**config.mk**
```make
export PLATFORM = sky130hd
export DESIGN_NAME = rst_entry_hs
export DESIGN_NICKNAME = d
export VERILOG_FILES = /design/src/rtl/rst_hs_pkg.sv /design/src/rtl/in_sync.sv /design/src/rtl/rst_entry_hs.sv
export SDC_FILE = /design/constraint.sdc
export NUM_CORES = 1
export LEC_CHECK = 0
export ABC_AREA = 1
export BUFFER_PORTS_ARGS = -buffer_cell sky130_fd_sc_hd__buf_2
export CAP_MARGIN = 20
export CORE_AREA = 2 2 67 69
export DETAILED_ROUTE_END_ITERATION = 8
export DIE_AREA = 0 0 69 71
export GPL_TIMING_DRIVEN = 0
export HOLD_SLACK_MARGIN = 0.06
export PLACE_DENSITY = 0.75
export SETUP_SLACK_MARGIN = 0.15
export SLEW_MARGIN = 20
export SYNTH_ARGS = -nofsm -noshare
export SYNTH_HDL_FRONTEND = slang
export SYNTH_SLANG_ARGS = --single-unit
```
**constraint.sdc**
```tcl
create_clock -name core_clk -period 1.5 [get_ports core_clk]
set_input_delay 0.225 -clock core_clk [delete_from_list [all_inputs] [get_ports core_clk]]
set_output_delay 0.225 -clock core_clk [all_outputs]
set_load 0.02 [all_outputs]
```
**src/rtl/rst_hs_pkg.sv**
```systemverilog
// package for the subsystem reset entry handshake block
// assumes one core clock; all handshake pins arrive asynchronously
package rst_hs_pkg;

    // number of internal blocks that must agree before reset entry
    localparam int unsigned BLK_COUNT  = 4;
    // synchroniser depth for every asynchronous input
    localparam int unsigned SYNC_DEPTH = 2;
    // cycles an internal block needs to quiesce after a prepare request
    localparam int unsigned PREP_CYCLES = 3;
    localparam logic [3:0]  PREP_CNT_MAX = 4'(PREP_CYCLES);
    // cycles the cold/warm action takes once the reset input is seen
    localparam int unsigned RST_ACT_CYCLES = 4;
    localparam logic [3:0]  RST_ACT_MAX    = 4'(RST_ACT_CYCLES);
    // reset values of the handshake outputs
    localparam logic        ACK_N_RST  = 1'b1;
    localparam logic        STATUS_RST = 1'b0;
    // width of the sticky and non-sticky state held by this block
    localparam int unsigned STATE_W      = 8;
    localparam logic [7:0]  STICKY_RST   = 8'h00;
    localparam logic [7:0]  VOLATILE_RST = 8'h00;

    // synchronised inputs, grouped
    typedef struct packed {
        logic cold_n;      // cold reset input, low = asserted
        logic warm_n;      // warm reset input, low = asserted
        logic entry_req;   // reset entry request
        logic accept;      // controller accepted the notification
        logic link_req;    // link reset request from the hard core
        logic core_rst_n;  // in-reset level from the hard core
    } sync_in_t;

    // entry handshake states
    typedef enum logic [2:0] {
        ST_IDLE,
        ST_NOTIFY,
        ST_PREP,
        ST_READY,
        ST_WARM_RDY,
        ST_DONE
    } hs_state_t;

endpackage : rst_hs_pkg

```
**src/rtl/in_sync.sv**
```systemverilog
// two-flop synchroniser bank for asynchronous handshake inputs
// assumes inputs come from another domain or pins; reset value given per bit
`timescale 1ns/1ns
module in_sync
    import rst_hs_pkg::*;
#(
    parameter int unsigned W = 6
) (
    input  wire logic         core_clk,   // core clock
    input  wire logic         rst_b,      // async reset, active low
    input  wire logic [W-1:0] rst_val,    // constant idle level per bit
    input  wire logic [W-1:0] async_in,   // asynchronous inputs
    output logic      [W-1:0] sync_out    // synchronised outputs
);

    logic [W-1:0] meta_reg;  // first stage, read only by second stage
    logic [W-1:0] sync_reg;  // second stage
    logic [W-1:0] meta_next;
    logic [W-1:0] sync_next;

    ////////////////////////////////////////////////////////////////////////
    // next values
    always_comb begin
        meta_next = async_in;
        sync_next = meta_reg;
    end

    // registers hold input xor rst_val, so idle levels are all zeros here
    always_ff @(posedge core_clk or negedge rst_b) begin
        if (!rst_b) begin
            meta_reg <= '0;
            sync_reg <= '0;
        end else begin
            meta_reg <= meta_next ^ rst_val;
            sync_reg <= sync_next;
        end
    end

    assign sync_out = sync_reg ^ rst_val;

endmodule : in_sync

```
**src/rtl/rst_entry_hs.sv**
```systemverilog
// reset entry handshake logic of the streaming subsystem
// assumes the controller follows the request/ready/accept order and
// holds each handshake level until it sees the answer
// Overview of operation
// - cold reset clears sticky and volatile state
// - warm reset keeps sticky bits only
// - resets accepted sync or async
// - cold ack low after cold action
// - warm ack low after warm action
// - ready only when all blocks prepared
// - no new notify until sequence done
// - in-reset status low, core clock sync
// - hot reset starts via link request
// - link request raises notify
// - sequence blocks then assert ready
// - hot reset: accept raises warm ready
// - warm ready leads to status low
`timescale 1ns/1ns
module rst_entry_hs
    import rst_hs_pkg::*;
(
    input  wire logic               core_clk,        // 50 MHz core clock
    input  wire logic               rst_b,           // async reset, active low
    input  wire logic               cold_rst_n,      // cold reset, active low
    input  wire logic               warm_rst_n,      // warm reset, active low
    input  wire logic               entry_req,       // reset entry request
    input  wire logic               accept_rdy,      // controller accepted notify
    input  wire logic               link_rst_req,    // link reset req from core
    input  wire logic               core_in_rst_n,   // hard core in-reset, low
    input  wire logic               stream_bus_reset_low, // stream bus reset
    input  wire logic [STATE_W-1:0] sticky_wr,       // sticky state load value
    input  wire logic               sticky_we,       // sticky load strobe
    output logic                    cold_ack_n,      // cold done, active low
    output logic                    warm_ack_n,      // warm done, active low
    output logic                    entry_rdy,       // reset entry ready
    output logic                    notify_req,      // reset-needed notice
    output logic                    warm_rst_rdy,    // warm ready to hard core
    output logic                    status_n,        // in reset, active low
    output logic [STATE_W-1:0]      sticky_q,        // sticky state
    output logic [STATE_W-1:0]      volatile_q       // non-sticky state
);

    ////////////////////////////////////////////////////////////////////////
    // input synchronisers
    sync_in_t si;               // synchronised inputs
    logic [5:0] si_vec;         // flat view for the bank
    // idle levels: active-low resets idle high, so xor 1 makes reset value 1
    localparam logic [5:0] SYNC_IDLE = 6'h31;

    in_sync #(.W(6)) u_sync (
        .core_clk (core_clk),
        .rst_b    (rst_b),
        .rst_val  (SYNC_IDLE),
        .async_in ({cold_rst_n, warm_rst_n, entry_req, accept_rdy,
                    link_rst_req, core_in_rst_n}),
        .sync_out (si_vec)
    );
    assign si = sync_in_t'(si_vec);

    // either bus or warm reset counts as a warm action request
    logic bus_meta_reg;         // stream bus reset first stage
    logic bus_sync_reg;         // stream bus reset second stage

    ////////////////////////////////////////////////////////////////////////
    // state
    hs_state_t          st_reg, st_next;        // handshake state
    logic [BLK_COUNT-1:0] blk_rdy_reg, blk_rdy_next; // per-block prepared
    logic [3:0]         prep_cnt_reg, prep_cnt_next; // quiesce counter
    logic               hot_reg, hot_next;      // flow began from link req
    logic [3:0]         act_cnt_reg, act_cnt_next;   // reset action timer
    logic               cold_seen_reg, cold_seen_next; // cold action running
    logic               cold_ack_reg, cold_ack_next;
    logic               warm_ack_reg, warm_ack_next;
    logic               status_reg, status_next;
    logic [STATE_W-1:0] sticky_reg, sticky_next;
    logic [STATE_W-1:0] vol_reg, vol_next;
    logic               warm_any;               // any warm-class reset seen
    logic               entry_rdy_reg, entry_rdy_next;  // entry ready flop
    logic               notify_reg, notify_next;        // reset-needed flop
    logic               warm_rdy_reg, warm_rdy_next;    // warm ready flop

    // count helper used for both timers
    function automatic logic [3:0] sat_inc(input logic [3:0] v, input logic [3:0] m);
        sat_inc = (v >= m) ? m : 4'(v + 4'h1);
    endfunction : sat_inc

    ////////////////////////////////////////////////////////////////////////
    // next-state logic
    always_comb begin
        warm_any      = !si.warm_n || !bus_sync_reg;
        st_next       = st_reg;
        blk_rdy_next  = blk_rdy_reg;
        prep_cnt_next = prep_cnt_reg;
        hot_next      = hot_reg;
        act_cnt_next  = act_cnt_reg;
        cold_seen_next = cold_seen_reg;
        cold_ack_next = cold_ack_reg;
        warm_ack_next = warm_ack_reg;
        status_next   = si.core_rst_n;
        sticky_next   = sticky_we ? sticky_wr : sticky_reg;
        vol_next      = vol_reg + STATE_W'(1);

        unique case (st_reg)
            ST_IDLE: begin
                if (si.link_req) begin
                    st_next  = ST_NOTIFY;
                    hot_next = 1'b1;
                end else if (si.entry_req) begin        // user-started flow
                    st_next  = ST_PREP;
                    hot_next = 1'b0;
                end
                blk_rdy_next  = '0;
                prep_cnt_next = '0;
            end
            ST_NOTIFY: begin
                if (si.entry_req) st_next = ST_PREP;
            end
            ST_PREP: begin
                // blocks quiesce one after another, each taking a fixed time
                prep_cnt_next = sat_inc(prep_cnt_reg, PREP_CNT_MAX);
                if (prep_cnt_reg == PREP_CNT_MAX) begin
                    blk_rdy_next  = {blk_rdy_reg[BLK_COUNT-2:0], 1'b1};
                    prep_cnt_next = '0;
                end
                if (&blk_rdy_reg) st_next = ST_READY;
            end
            ST_READY: begin
                if (hot_reg && si.accept) st_next = ST_WARM_RDY;
                else if (!hot_reg && (warm_any || !si.cold_n)) st_next = ST_DONE;
            end
            ST_WARM_RDY: begin
                if (warm_any || !si.cold_n) st_next = ST_DONE;
            end
            ST_DONE: begin
                // sequence ends only when controller has dropped everything
                if (si.cold_n && !warm_any && !si.entry_req && !si.accept
                    && !si.link_req) begin
                    st_next  = ST_IDLE;
                    hot_next = 1'b0;
                end
            end
        endcase

        // reset actions run independently of the handshake state
        if (!si.cold_n) begin
            cold_seen_next = 1'b1;
            act_cnt_next   = sat_inc(act_cnt_reg, RST_ACT_MAX);
            sticky_next    = STICKY_RST;
            vol_next       = VOLATILE_RST;
            if (act_cnt_reg == RST_ACT_MAX) begin
                cold_ack_next = 1'b0;
                warm_ack_next = 1'b0;
            end
        end else if (warm_any) begin
            cold_seen_next = 1'b0;
            act_cnt_next   = sat_inc(act_cnt_reg, RST_ACT_MAX);
            vol_next       = VOLATILE_RST;
            cold_ack_next  = ACK_N_RST;
            if (act_cnt_reg == RST_ACT_MAX) warm_ack_next = 1'b0;
        end else begin
            cold_seen_next = 1'b0;
            act_cnt_next   = '0;
            cold_ack_next  = ACK_N_RST;
            warm_ack_next  = ACK_N_RST;
        end

        // handshake outputs decoded from the next state, so they leave a flop
        // with the same timing as a decode of the state register
        entry_rdy_next = (st_next == ST_READY) || (st_next == ST_WARM_RDY)
                         || (st_next == ST_DONE);
        notify_next    = (st_next == ST_NOTIFY)
                         || (hot_next && st_next != ST_IDLE);
        warm_rdy_next  = (st_next == ST_WARM_RDY)
                         || (hot_next && st_next == ST_DONE);
    end

    ////////////////////////////////////////////////////////////////////////
    // registers
    always_ff @(posedge core_clk or negedge rst_b) begin
        if (!rst_b) begin
            st_reg        <= ST_IDLE;
            blk_rdy_reg   <= '0;
            prep_cnt_reg  <= '0;
            hot_reg       <= 1'b0;
            act_cnt_reg   <= '0;
            cold_seen_reg <= 1'b0;
            cold_ack_reg  <= ACK_N_RST;
            warm_ack_reg  <= ACK_N_RST;
            status_reg    <= STATUS_RST;
            sticky_reg    <= STICKY_RST;
            vol_reg       <= VOLATILE_RST;
            entry_rdy_reg <= 1'b0;
            notify_reg    <= 1'b0;
            warm_rdy_reg  <= 1'b0;
            bus_meta_reg  <= 1'b1;
            bus_sync_reg  <= 1'b1;
        end else begin
            st_reg        <= st_next;
            blk_rdy_reg   <= blk_rdy_next;
            prep_cnt_reg  <= prep_cnt_next;
            hot_reg       <= hot_next;
            act_cnt_reg   <= act_cnt_next;
            cold_seen_reg <= cold_seen_next;
            cold_ack_reg  <= cold_ack_next;
            warm_ack_reg  <= warm_ack_next;
            status_reg    <= status_next;
            sticky_reg    <= sticky_next;
            vol_reg       <= vol_next;
            entry_rdy_reg <= entry_rdy_next;
            notify_reg    <= notify_next;
            warm_rdy_reg  <= warm_rdy_next;
            bus_meta_reg  <= stream_bus_reset_low;
            bus_sync_reg  <= bus_meta_reg;
        end
    end

    // outputs straight from flops; no glitches reach the controller
    assign cold_ack_n   = cold_ack_reg;
    assign warm_ack_n   = warm_ack_reg;
    assign entry_rdy    = entry_rdy_reg;
    assign notify_req   = notify_reg;
    assign warm_rst_rdy = warm_rdy_reg;
    assign status_n     = status_reg;
    assign sticky_q     = sticky_reg;
    assign volatile_q   = vol_reg;

    ////////////////////////////////////////////////////////////////////////
    // checks
    AST_READY_ALL: assert property (@(posedge core_clk) disable iff (!rst_b)
        $rose(entry_rdy) |-> &$past(blk_rdy_reg)) else $error("ready early");
    // notification only drops on the way out of the finished sequence
    AST_NO_RENOTIFY: assert property (@(posedge core_clk) disable iff (!rst_b)
        $fell(notify_req) |-> $past(st_reg) == ST_DONE) else $error("renotify");
    AST_NOTIFY: assert property (@(posedge core_clk) disable iff (!rst_b)
        (st_reg == ST_IDLE && si.link_req) |=> notify_req) else $error("no notify");
    AST_WARM_RDY: assert property (@(posedge core_clk) disable iff (!rst_b)
        (st_reg == ST_READY && hot_reg && si.accept) |=> warm_rst_rdy)
        else $error("no warm ready");
    AST_COLD_ACK: assert property (@(posedge core_clk) disable iff (!rst_b)
        $fell(cold_ack_n) |-> !$past(si.cold_n)) else $error("cold ack");
    AST_WARM_ACK: assert property (@(posedge core_clk) disable iff (!rst_b)
        $fell(warm_ack_n) |-> $past(act_cnt_reg) == RST_ACT_MAX) else $error("warm ack");
    AST_STICKY_KEEP: assert property (@(posedge core_clk) disable iff (!rst_b)
        (si.cold_n && warm_any && !sticky_we) |=> $stable(sticky_q)) else $error("sticky");
    AST_COLD_CLR: assert property (@(posedge core_clk) disable iff (!rst_b)
        !si.cold_n |=> sticky_q == STICKY_RST) else $error("cold clear");
    AST_STATUS: assert property (@(posedge core_clk) disable iff (!rst_b)
        1'b1 |=> status_n == $past(si.core_rst_n)) else $error("status");
    CV_HOT: cover property (@(posedge core_clk) disable iff (!rst_b) $rose(warm_rst_rdy));
    CV_USER: cover property (@(posedge core_clk) disable iff (!rst_b)
        $rose(entry_rdy) && !hot_reg);
    CV_COLD: cover property (@(posedge core_clk) disable iff (!rst_b) $fell(cold_ack_n));

endmodule : rst_entry_hs

```
; ---- Yosys cells after proc, flatten, opt, wreduce, memory -nomap -nowiden
; Cells that the tools add are included.
[word_totals]
register_bits = 52
out_inout_bits = 22
[classes]
muxes = 29
n_bitwise = 2
addsub = 3
n_lt_le_gt_ge = 2
reduce_logical = 28
eq_ne = 13
[op_table]
columns = op, count
row1 = 2-to-1 mux 8 bit, 4
row2 = 2-to-1 mux 4 bit, 6
row3 = 2-to-1 mux 3 bit, 7
row4 = case mux 3 bit (6 select lines), 1
row5 = case mux 4 bit (2 select lines), 2
row6 = "== test 3 bit, second input constant", 4
row7 = "== test 3 x 2 -> 1 bit, second input constant", 3
row8 = "adder 4 x 1 -> 4 bit, second input constant", 2
row9 = "adder 8 x 1 -> 8 bit, second input constant", 1
row10 = logical AND 1 bit, 8
row11 = logical NOT 1 bit, 8
row12 = 2-to-1 mux 1 bit, 8
row13 = "== test 3 x 1 -> 1 bit, second input constant", 2
row14 = logical OR 1 bit, 6
row15 = NOT 3 bit, 2
row16 = "== test 4 x 2 -> 1 bit, second input constant", 1
row17 = "== test 4 x 3 -> 1 bit, second input constant", 1
row18 = "greater-or-equal comparator 4 x 2 -> 1 bit, second input constant", 1
row19 = "greater-or-equal comparator 4 x 3 -> 1 bit, second input constant", 1
row20 = "!= test 2 bit, second input constant", 2
row21 = AND reduction 4 bit, 1
row22 = nonzero test 2 bit, 2
row23 = logical NOT 3 bit, 1
row24 = nonzero test 3 bit, 1
row25 = other kinds (2), 2

; ---- Longest topological paths before layout
; Gate-level depths: netlist of the first run.
[logic_depth]
ltp_word = 13
mapped_depth = 10

; ---- Modules after synthesis
; A second synthesis of the first run with hierarchy kept.
[unflattened]
hier_cells = 290
hier_area_um2 = 2419.8
[by_module_without_submodules]
columns = module, area_each_um2, instances, seq_area_each_um2, cells_each
row1 = rst_entry_hs, 1916.8, 1, 1006.0, 224
row2 = in_sync, 503.0, 1, 300.3, 66

; ---- Worst setup path before layout of the first run
; OpenSTA, ideal clock, no wires.
[synth_timing]
path_type = register to register
startpoint = register bus_sync_reg
endpoint = register notify_reg (netlist: notify_req)
t_arrival_ns = 1.243
stages_incl_launch_ff = 10
path_buffers = 0
slack_ns = 0.139
required_time_ns = 1.382
cell_sequence = dfstp_2 nand2_2 nor2_4 nand2_1 nand2_2 nand2_1 nor2_2 nand3_1 nor2_1 nor2_1
[synth_via]
elab_chain_len = 12
word_cells_on_any_way = 20
cone_classes = 1 x eq/ne / 7 x mux / 12 x reduce/logical
[synth_lines]
columns = item, line
row1 = start: declaration, rst_entry_hs.sv:62  ; logic bus_sync_reg;
row2 = start signal: assignment, rst_entry_hs.sv:213  ; bus_sync_reg <= bus_meta_reg;
row3 = logical NOT 1 bit *, rst_entry_hs.sv:90  ; warm_any = !si.warm_n || !bus_sync_reg;
row4 = logical OR 1 bit *, rst_entry_hs.sv:90
row5 = logical NOT 1 bit, rst_entry_hs.sv:136  ; if (si.cold_n && !warm_any && !si.entry_req && !si.accept
row6 = logical AND 1 bit (3 in series), rst_entry_hs.sv:136
row7 = logical AND 1 bit, rst_entry_hs.sv:137  ; && !si.link_req) begin
row8 = 2-to-1 mux 3 bit, rst_entry_hs.sv:136
row9 = case mux 3 bit (6 select lines), rst_entry_hs.sv:103  ; unique case (st_reg)
row10 = nonzero test 3 bit, rst_entry_hs.sv:172  ; || (hot_next && st_next != ST_IDLE);
row11 = logical AND 1 bit, rst_entry_hs.sv:172
row12 = logical OR 1 bit *, rst_entry_hs.sv:172
row13 = named net notify_next, rst_entry_hs.sv:79  ; logic notify_reg, notify_next;
row14 = end signal: assignment, rst_entry_hs.sv:210  ; notify_reg <= notify_next;
row15 = end: declaration, rst_entry_hs.sv:79
; The timed path passes the listed nets; every way through them passes the cells marked *.
; A chain may end at the register's enable or synchronous reset.

; ---- Worst setup path after layout of the first run
[layout_timing]
startpoint = register bus_sync_reg
endpoint = register notify_reg (netlist: notify_req)
[layout_via]
elab_chain_len = 12
word_cells_on_any_way = 20
cone_classes = 1 x eq/ne / 7 x mux / 12 x reduce/logical
[layout_lines]
columns = item, line
row1 = logical NOT 1 bit *, rst_entry_hs.sv:90
row2 = logical OR 1 bit *, rst_entry_hs.sv:90
row3 = logical NOT 1 bit, rst_entry_hs.sv:136
row4 = logical AND 1 bit (3 in series), rst_entry_hs.sv:136
row5 = logical AND 1 bit, rst_entry_hs.sv:137
row6 = 2-to-1 mux 3 bit, rst_entry_hs.sv:136
row7 = case mux 3 bit (6 select lines) *, rst_entry_hs.sv:103
row8 = named net st_next[2], rst_entry_hs.sv:66  ; hs_state_t st_reg, st_next;
row9 = nonzero test 3 bit, rst_entry_hs.sv:172
row10 = logical AND 1 bit, rst_entry_hs.sv:172
row11 = logical OR 1 bit *, rst_entry_hs.sv:172
row12 = named net notify_next, rst_entry_hs.sv:79
; Marks and branches as above.

==> results.yml, run 1 <==
outcome:
  status: "completed"
worst_setup_path:
  cp_common_cell: "nand2_2"
  cp-start-kind: "flip-flop"
  crit_chain: "buf_6 -> nand3_4 -> nand2_2 -> nand2_2 -> nand2_2 -> nand3_2 -> nand2_2 -> inv_2 -> nor2_1 -> nor2_1"
  critical_path.endpoint_type: "flip-flop"
  worstPathMaxFanout: 5
  path_class: "reg -> reg"
  path_buf_inv: 2
  critPathSlowestCell: "dfstp_2"
  worstPathArrival_ps: 1630
  slowest_delay_ps: 550
  cpLargestDelayFamily: "simple AND/OR/NAND/NOR gates"
  cp_data_required_time_ps: 1710
synth:
  yosys.area.top_type: "dfrtp_1"
  synthTopCellsByArea: "dfrtp_1 56%, inv_1 6.3%, nand2_1 5.9%"
  seq_area_frac_synth: 0.6049
  synth_top_area_frac: 0.5562
  synth_edf_count: 0
  ys_warn_count: 0
  synth_fp_nets: 250
  synthFlopType: "dfrtp_1"
  synthCells: 228
  ys_seq_elements: 52
  postSynthAreaPerCell_sq_um: 9.472
  ys_async_sr_fraction: 1.000
  synth_area_sq_um: 2160
  yosysMostFrequentCell: "dfrtp_1"
  synth_common_cells: "48 x dfrtp_1, 36 x inv_1, 34 x nand2_1"
  synth.distinct_cells: 25
global_route:
  antenna_found_initial: 0
  track_usage: 0.1810
  grt_pass1_wl_mm: 6.975
  overflow: 0
  grt_max_degree: 53
  grt_pass1_vias: 1631
finish:
  num_antenna_cells: 0
  seq_area_sq_um: 1310
  area_growth_pct: 26.88
  nNetsFinal: 311
  num-fill-cells: 345
  final_layout_size_suffix_gt1_frac: 0.3276
  multi_input_area_sq_um: 747.0
power:
  pwr-share-clk: 0.241
  switching_share: 0.3558
  power_frac_comb: 0.331
  p_leak_nw: 1.392
  p_seq_frac: 0.428
  internal_power_mw: 2.604
  finalPower_mw: 4.042
  p_switching_mw: 1.438
  power_density_nw_per_um2: 1475
  ir_drop_uv: 861.3
route:
  via_per_inst: 4.763
  drt-pass1-iter-count: 4
  routed_wl_mm: 3.877
  ant_nets: 0
  drc: 0
  wire_per_inst_microns: 11.34
  num_vias: 1629
  drt_iter0_drc: 77
floorplanning:
  start_util: 0.5137
  ios: 40
  dieArea_sq_um: 4899
  die_y_microns: 71
  num_rows: 24
  core_area_sq_um: 4204
  die_width_microns: 69
sta:
  period_share: 0.9468
  fin_crit_ps: 1420
  rsz0062_at_grt: "yes"
  drv_slew: 0
  clock_skew_ps: 6.546
  hold-worst-slack_ps: 145.1
  max_freq_ghz: 0.7041
  worst_pin_slew_ps: 626.7
  setup_viol: 0
  tns_ps: 0
  max_slew_margin: 0.5822
  report.final.hold_viol_count: 0
clocking:
  clock_latency_ps: 310
  cts_buffers: 5
  clockRootBuffer: "clkbuf_8"
  cts.clk_slew.worst_paths_ps: 90
  cts_tree: "yes"
  cts_buffer_depth: 2
  numClockSinks: 52
  htree_levels: 2
job:
  cap_violations: 0
placement:
  io_buffer_count: 38
  place_congestion: 0.8765
  dp_hpwl_mm: 2.623
worst_hold_path:
  hp-class: "in -> reg"
==> cell families after synthesis <==
kind of cell               synth area share
and+or+nand+nor                      0.2213
adders and majority gates           0.02318
other                              0.001736
AOI/OAI and AO/OA                   0.07416
DFF                                  0.6049
buffers and inverters               0.07474
==> routing by layer <==
metal / GRT usage / share of wire / up-vias
li1: - / - / 834
met1: 0.2118 / 0.45 / 749
met2: 0.3098 / 0.49 / 40
met3: 0.04701 / 0.044 / 6
met4: 0.09150 / 0.020 / 0
met5: 0 / 0 / -
==> worst register-to-register path, stage by stage (launching register included) <==
cell	delay [ps]
dfstp_2	550
buf_6	100
nand3_4	100
nand2_2	100
nand2_2	50
nand2_2	80
nand3_2	80
nand2_2	100
inv_2	40
nor2_1	70
nor2_1	40
==> power groups by stage <==
stage	clock network, mW	logic [mW]	registers (mW)
after floorplan	0	0.817	1.79
final	0.975	1.34	1.73
after detailed placement	0	1.14	1.75
after global routing	1.05	1.51	1.75
after global placement	0	1.12	1.74
after CTS	0.998	1.24	1.72
==> cell usage in the layout, fill, tap and decap left out, types with 3 or more instances in the layout <==
cell type,Yosys,routed
dfrtp_1,48,45
inv_2,5,4
nand2_1,34,29
buf_4,0,8
dlygate4sd3_1,0,8
nand3_2,1,4
nor3_1,4,3
dfrtp_2,0,3
dfstp_2,4,4
o22ai_1,4,4
inv_1,36,35
nor2_1,22,21
ha_1,4,4
o21ai_0,20,18
nand2_2,6,10
a21oi_1,7,7
nand3_1,17,14
nor2_4,2,4
buf_2,0,37
nor2_2,4,3
clkbuf_8,0,5
==> repair_timing <==
| item | CTS | global route |
|---|---|---|
| endpoints found under the hold margin | 7 | 48 |
| hold buffers | 7 | 1 |
| gates cloned | 0 | 0 |
| pin swaps | 8 | 9 |
| setup endpoints to repair | 8 | 12 |
| buffers inserted | 5 | 3 |
| gates resized for setup | 6 | 17 |
==> per-stage QoR <==
step	cells	area (sq um)	setup slack, ps	util
6_report	342	2740	79.73	0.6518
5_1_grt	342	2740	-29.17	0.6518
4_1_cts	338	2656	34.58	0.6318
3_5_place_dp	318	2415	-32.65	0.5744
3_3_place_gp	318	2415	-21.94	0.5744
2_1_floorplan	228	2160	138.8	-
==> final timing paths <==
check	startpoint	end	slack, ps	depth (start not counted)
worst max register to register	bus_sync_reg$_DFF_PN1_	notify_req$_DFF_PN0_	80	10
worst min register to register	u_sync.meta_reg[0]$_DFF_PN0_	u_sync.sync_reg[0]$_DFF_PN0_	360	0
min in group asynchronous	rst_b	volatile_q[4]$_DFF_PN0_	460	2
worst min-delay path	sticky_wr[6]	sticky_q[6]$_DFFE_PN0P_	150	3
worst max-delay path	bus_sync_reg$_DFF_PN1_	notify_req$_DFF_PN0_	80	10
max in group asynchronous	rst_b	st_reg[2]$_DFF_PN0_	580	2
==> layout make-up <==
type                    count  area share
well taps                  52     0.02374
inverters                  41     0.05799
multi-input cells         133      0.2726
flip-flops and latches     52      0.4781
clock buffers               5     0.02511
clock inverters             3     0.01689
plain buffers               2    0.002740
repair buffers             54      0.1228
Power figures use the tool's default switching activity.
==> run 2, diff against run 1 <==
CORE_AREA = 2 2 69 71   (was 2 2 67 69)
DIE_AREA = 0 0 71 73   (was 0 0 69 71)
PLACE_DENSITY = 0.71   (was 0.75)
==> results.yml, run 2 (synthesis gave the netlist of run 1 again) <==
outcome:
  status: "completed"
sta:
  setup_viol: 0
  fin_crit_ps: 1435
  drv_slew: 0
  rsz0062_at_grt: "yes"
  worst_slack_ps: 64.87
  max_freq_ghz: 0.6968
  clock_skew_ps: 3.275
  report.final.hold_viol_count: 0
  period_share: 0.9568
  hold-worst-slack_ps: 159.1
worst_setup_path:
  r2r-end: "notify_req$_DFF_PN0_"
  critical_path.endpoint_type: "flip-flop"
  worstPathArrival_ps: 1630
  cp_data_required_time_ps: 1700
  r2r_start: "bus_sync_reg$_DFF_PN1_"
  ff2ff_setup_slack_ps: 60
  worstPathMaxFanout: 4
  crit_start: "bus_sync_reg$_DFF_PN1_"
  path_class: "reg -> reg"
  worstRegToRegCells: 8
  cp-start-kind: "flip-flop"
global_route:
  grt_pass1_vias: 1634
  track_usage: 0.1673
  grt_max_degree: 33
  antenna_found_initial: 0
  grt_pass1_wl_mm: 6.837
  overflow: 0
finish:
  layout_common_cells: "45 x dfrtp_1, 38 x buf_2, 35 x inv_1, 27 x nand2_1, 20 x nor2_1"
  final_layout_size_suffix_gt1_frac: 0.3483
  nNetsFinal: 311
  num_antenna_cells: 0
  area_growth_pct: 28.33
  final_common_cell: "dfrtp_1"
  final_area_sq_um: 2771
  fin_cells: 344
  num-fill-cells: 384
clocking:
  clockRootBuffer: "clkbuf_8"
  cts_buffers: 5
  cts_buffer_depth: 2
  numClockSinks: 52
  htree_levels: 2
  cts_tree: "yes"
  cts.clk_slew.worst_paths_ps: 90
  clock_latency_ps: 300
route:
  via_per_inst: 4.843
  drc: 0
  num_vias: 1666
  wire_per_inst_microns: 11.63
  ant_nets: 0
  drt-pass1-iter-count: 4
  routed_wl_mm: 4.002
  drt_iter0_drc: 104
worst_hold_path:
  hp-class: "in -> reg"
  holdPathEnd: "sticky_q[2]$_DFFE_PN0P_"
  hold-path-cell-count: 3
  hp-start: "sticky_wr[2]"
floorplanning:
  die_width_microns: 71
  ios: 40
  num_rows: 25
  core_area_sq_um: 4536
  dieArea_sq_um: 5183
  start_util: 0.4761
  die_y_microns: 73
placement:
  dp_hpwl_mm: 2.646
  dpl.cell_count: 321
  place_congestion: 0.8130
  pre_cts_ws_ps: -29.22
  io_buffer_count: 38
  placed_cell_area_sq_um: 2437
job:
  cap_violations: 0
power:
  ir_drop_uv: 832.6
  p_leak_nw: 1.403
  power_density_nw_per_um2: 1491
## run 2: cell count changes in the layout (fill, tap and decap cells not counted), sizes merged
cell,previous run,this run
clkbuf,7,8
clkinv,0,1
clkinvlp,1,0
inv,42,41
## run 2: worst max-delay path by stage
stage	endpoint	slack, ps
2_1_floorplan	notify_req$_DFF_PN0_	140
3_3_place_gp	notify_req$_DFF_PN0_	-10
3_5_place_dp	notify_req$_DFF_PN0_	-30
4_1_cts	notify_req$_DFF_PN0_	40
5_1_grt	notify_req$_DFF_PN0_	-20
6_report	notify_req$_DFF_PN0_	60
## run 2: cell type report
class,instances,area (sq um),area share
plain buffers,2,7.507,0.002709
clock buffers,6,72.57,0.02619
clock inverters,2,35.03,0.01264
inverters,41,156.4,0.05643
multi-input cells,133,779.5,0.2813
flip-flops and latches,52,1310,0.4727
well taps,54,67.56,0.02438
repair buffers,54,342.8,0.1237
## run 2: worst max-delay path: stages, from the launching register on
cell,delay (ps)
dfstp_2,540
buf_4,110
nand3_4,100
nand2_2,80
nand3_2,90
nor2_4,170
nand3_2,90
nor2_2,110
nor2_1,40
## run 2: what timing repair did
action / CTS / global route
pin swaps: 2 / 16
hold endpoints to repair: 23 / 0
hold buffers: 8 / 0
buffers inserted: 2 / 5
resized for setup: 1 / 28
endpoints found under the setup margin: 8 / 12
## run 2: per-layer routing
| metal | wire length, microns | track usage | vias up | share of wire |
|---|---|---|---|---|
| li1 | - | - | 832 | - |
| met5 | 0 | 0 | - | 0 |
| met3 | 174 | 0.04144 | 5 | 0.043 |
| met4 | 46 | 0.05660 | 0 | 0.011 |
| met1 | 1750 | 0.2112 | 792 | 0.44 |
| met2 | 2031 | 0.2835 | 37 | 0.51 |
## run 2: where the power goes
part / switching (mW) / internal, mW / total, mW
Combinational: 0.923 / 0.551 / 1.47
Clock: 0.427 / 0.495 / 0.922
Sequential: 0.146 / 1.59 / 1.74
Total: 1.50 / 2.64 / 4.13
## run 2: through the flow
stage | total power [mW] | TNS, ps | util
final | 4.133 | 0 | 0.6110
after global routing | 4.420 | -16.31 | 0.6110
after CTS | 3.841 | 0 | 0.5826
after detailed placement | 2.895 | -57.12 | 0.5374
after global placement | 2.869 | -25.67 | 0.5330
after floorplan | 2.611 | 0 | -
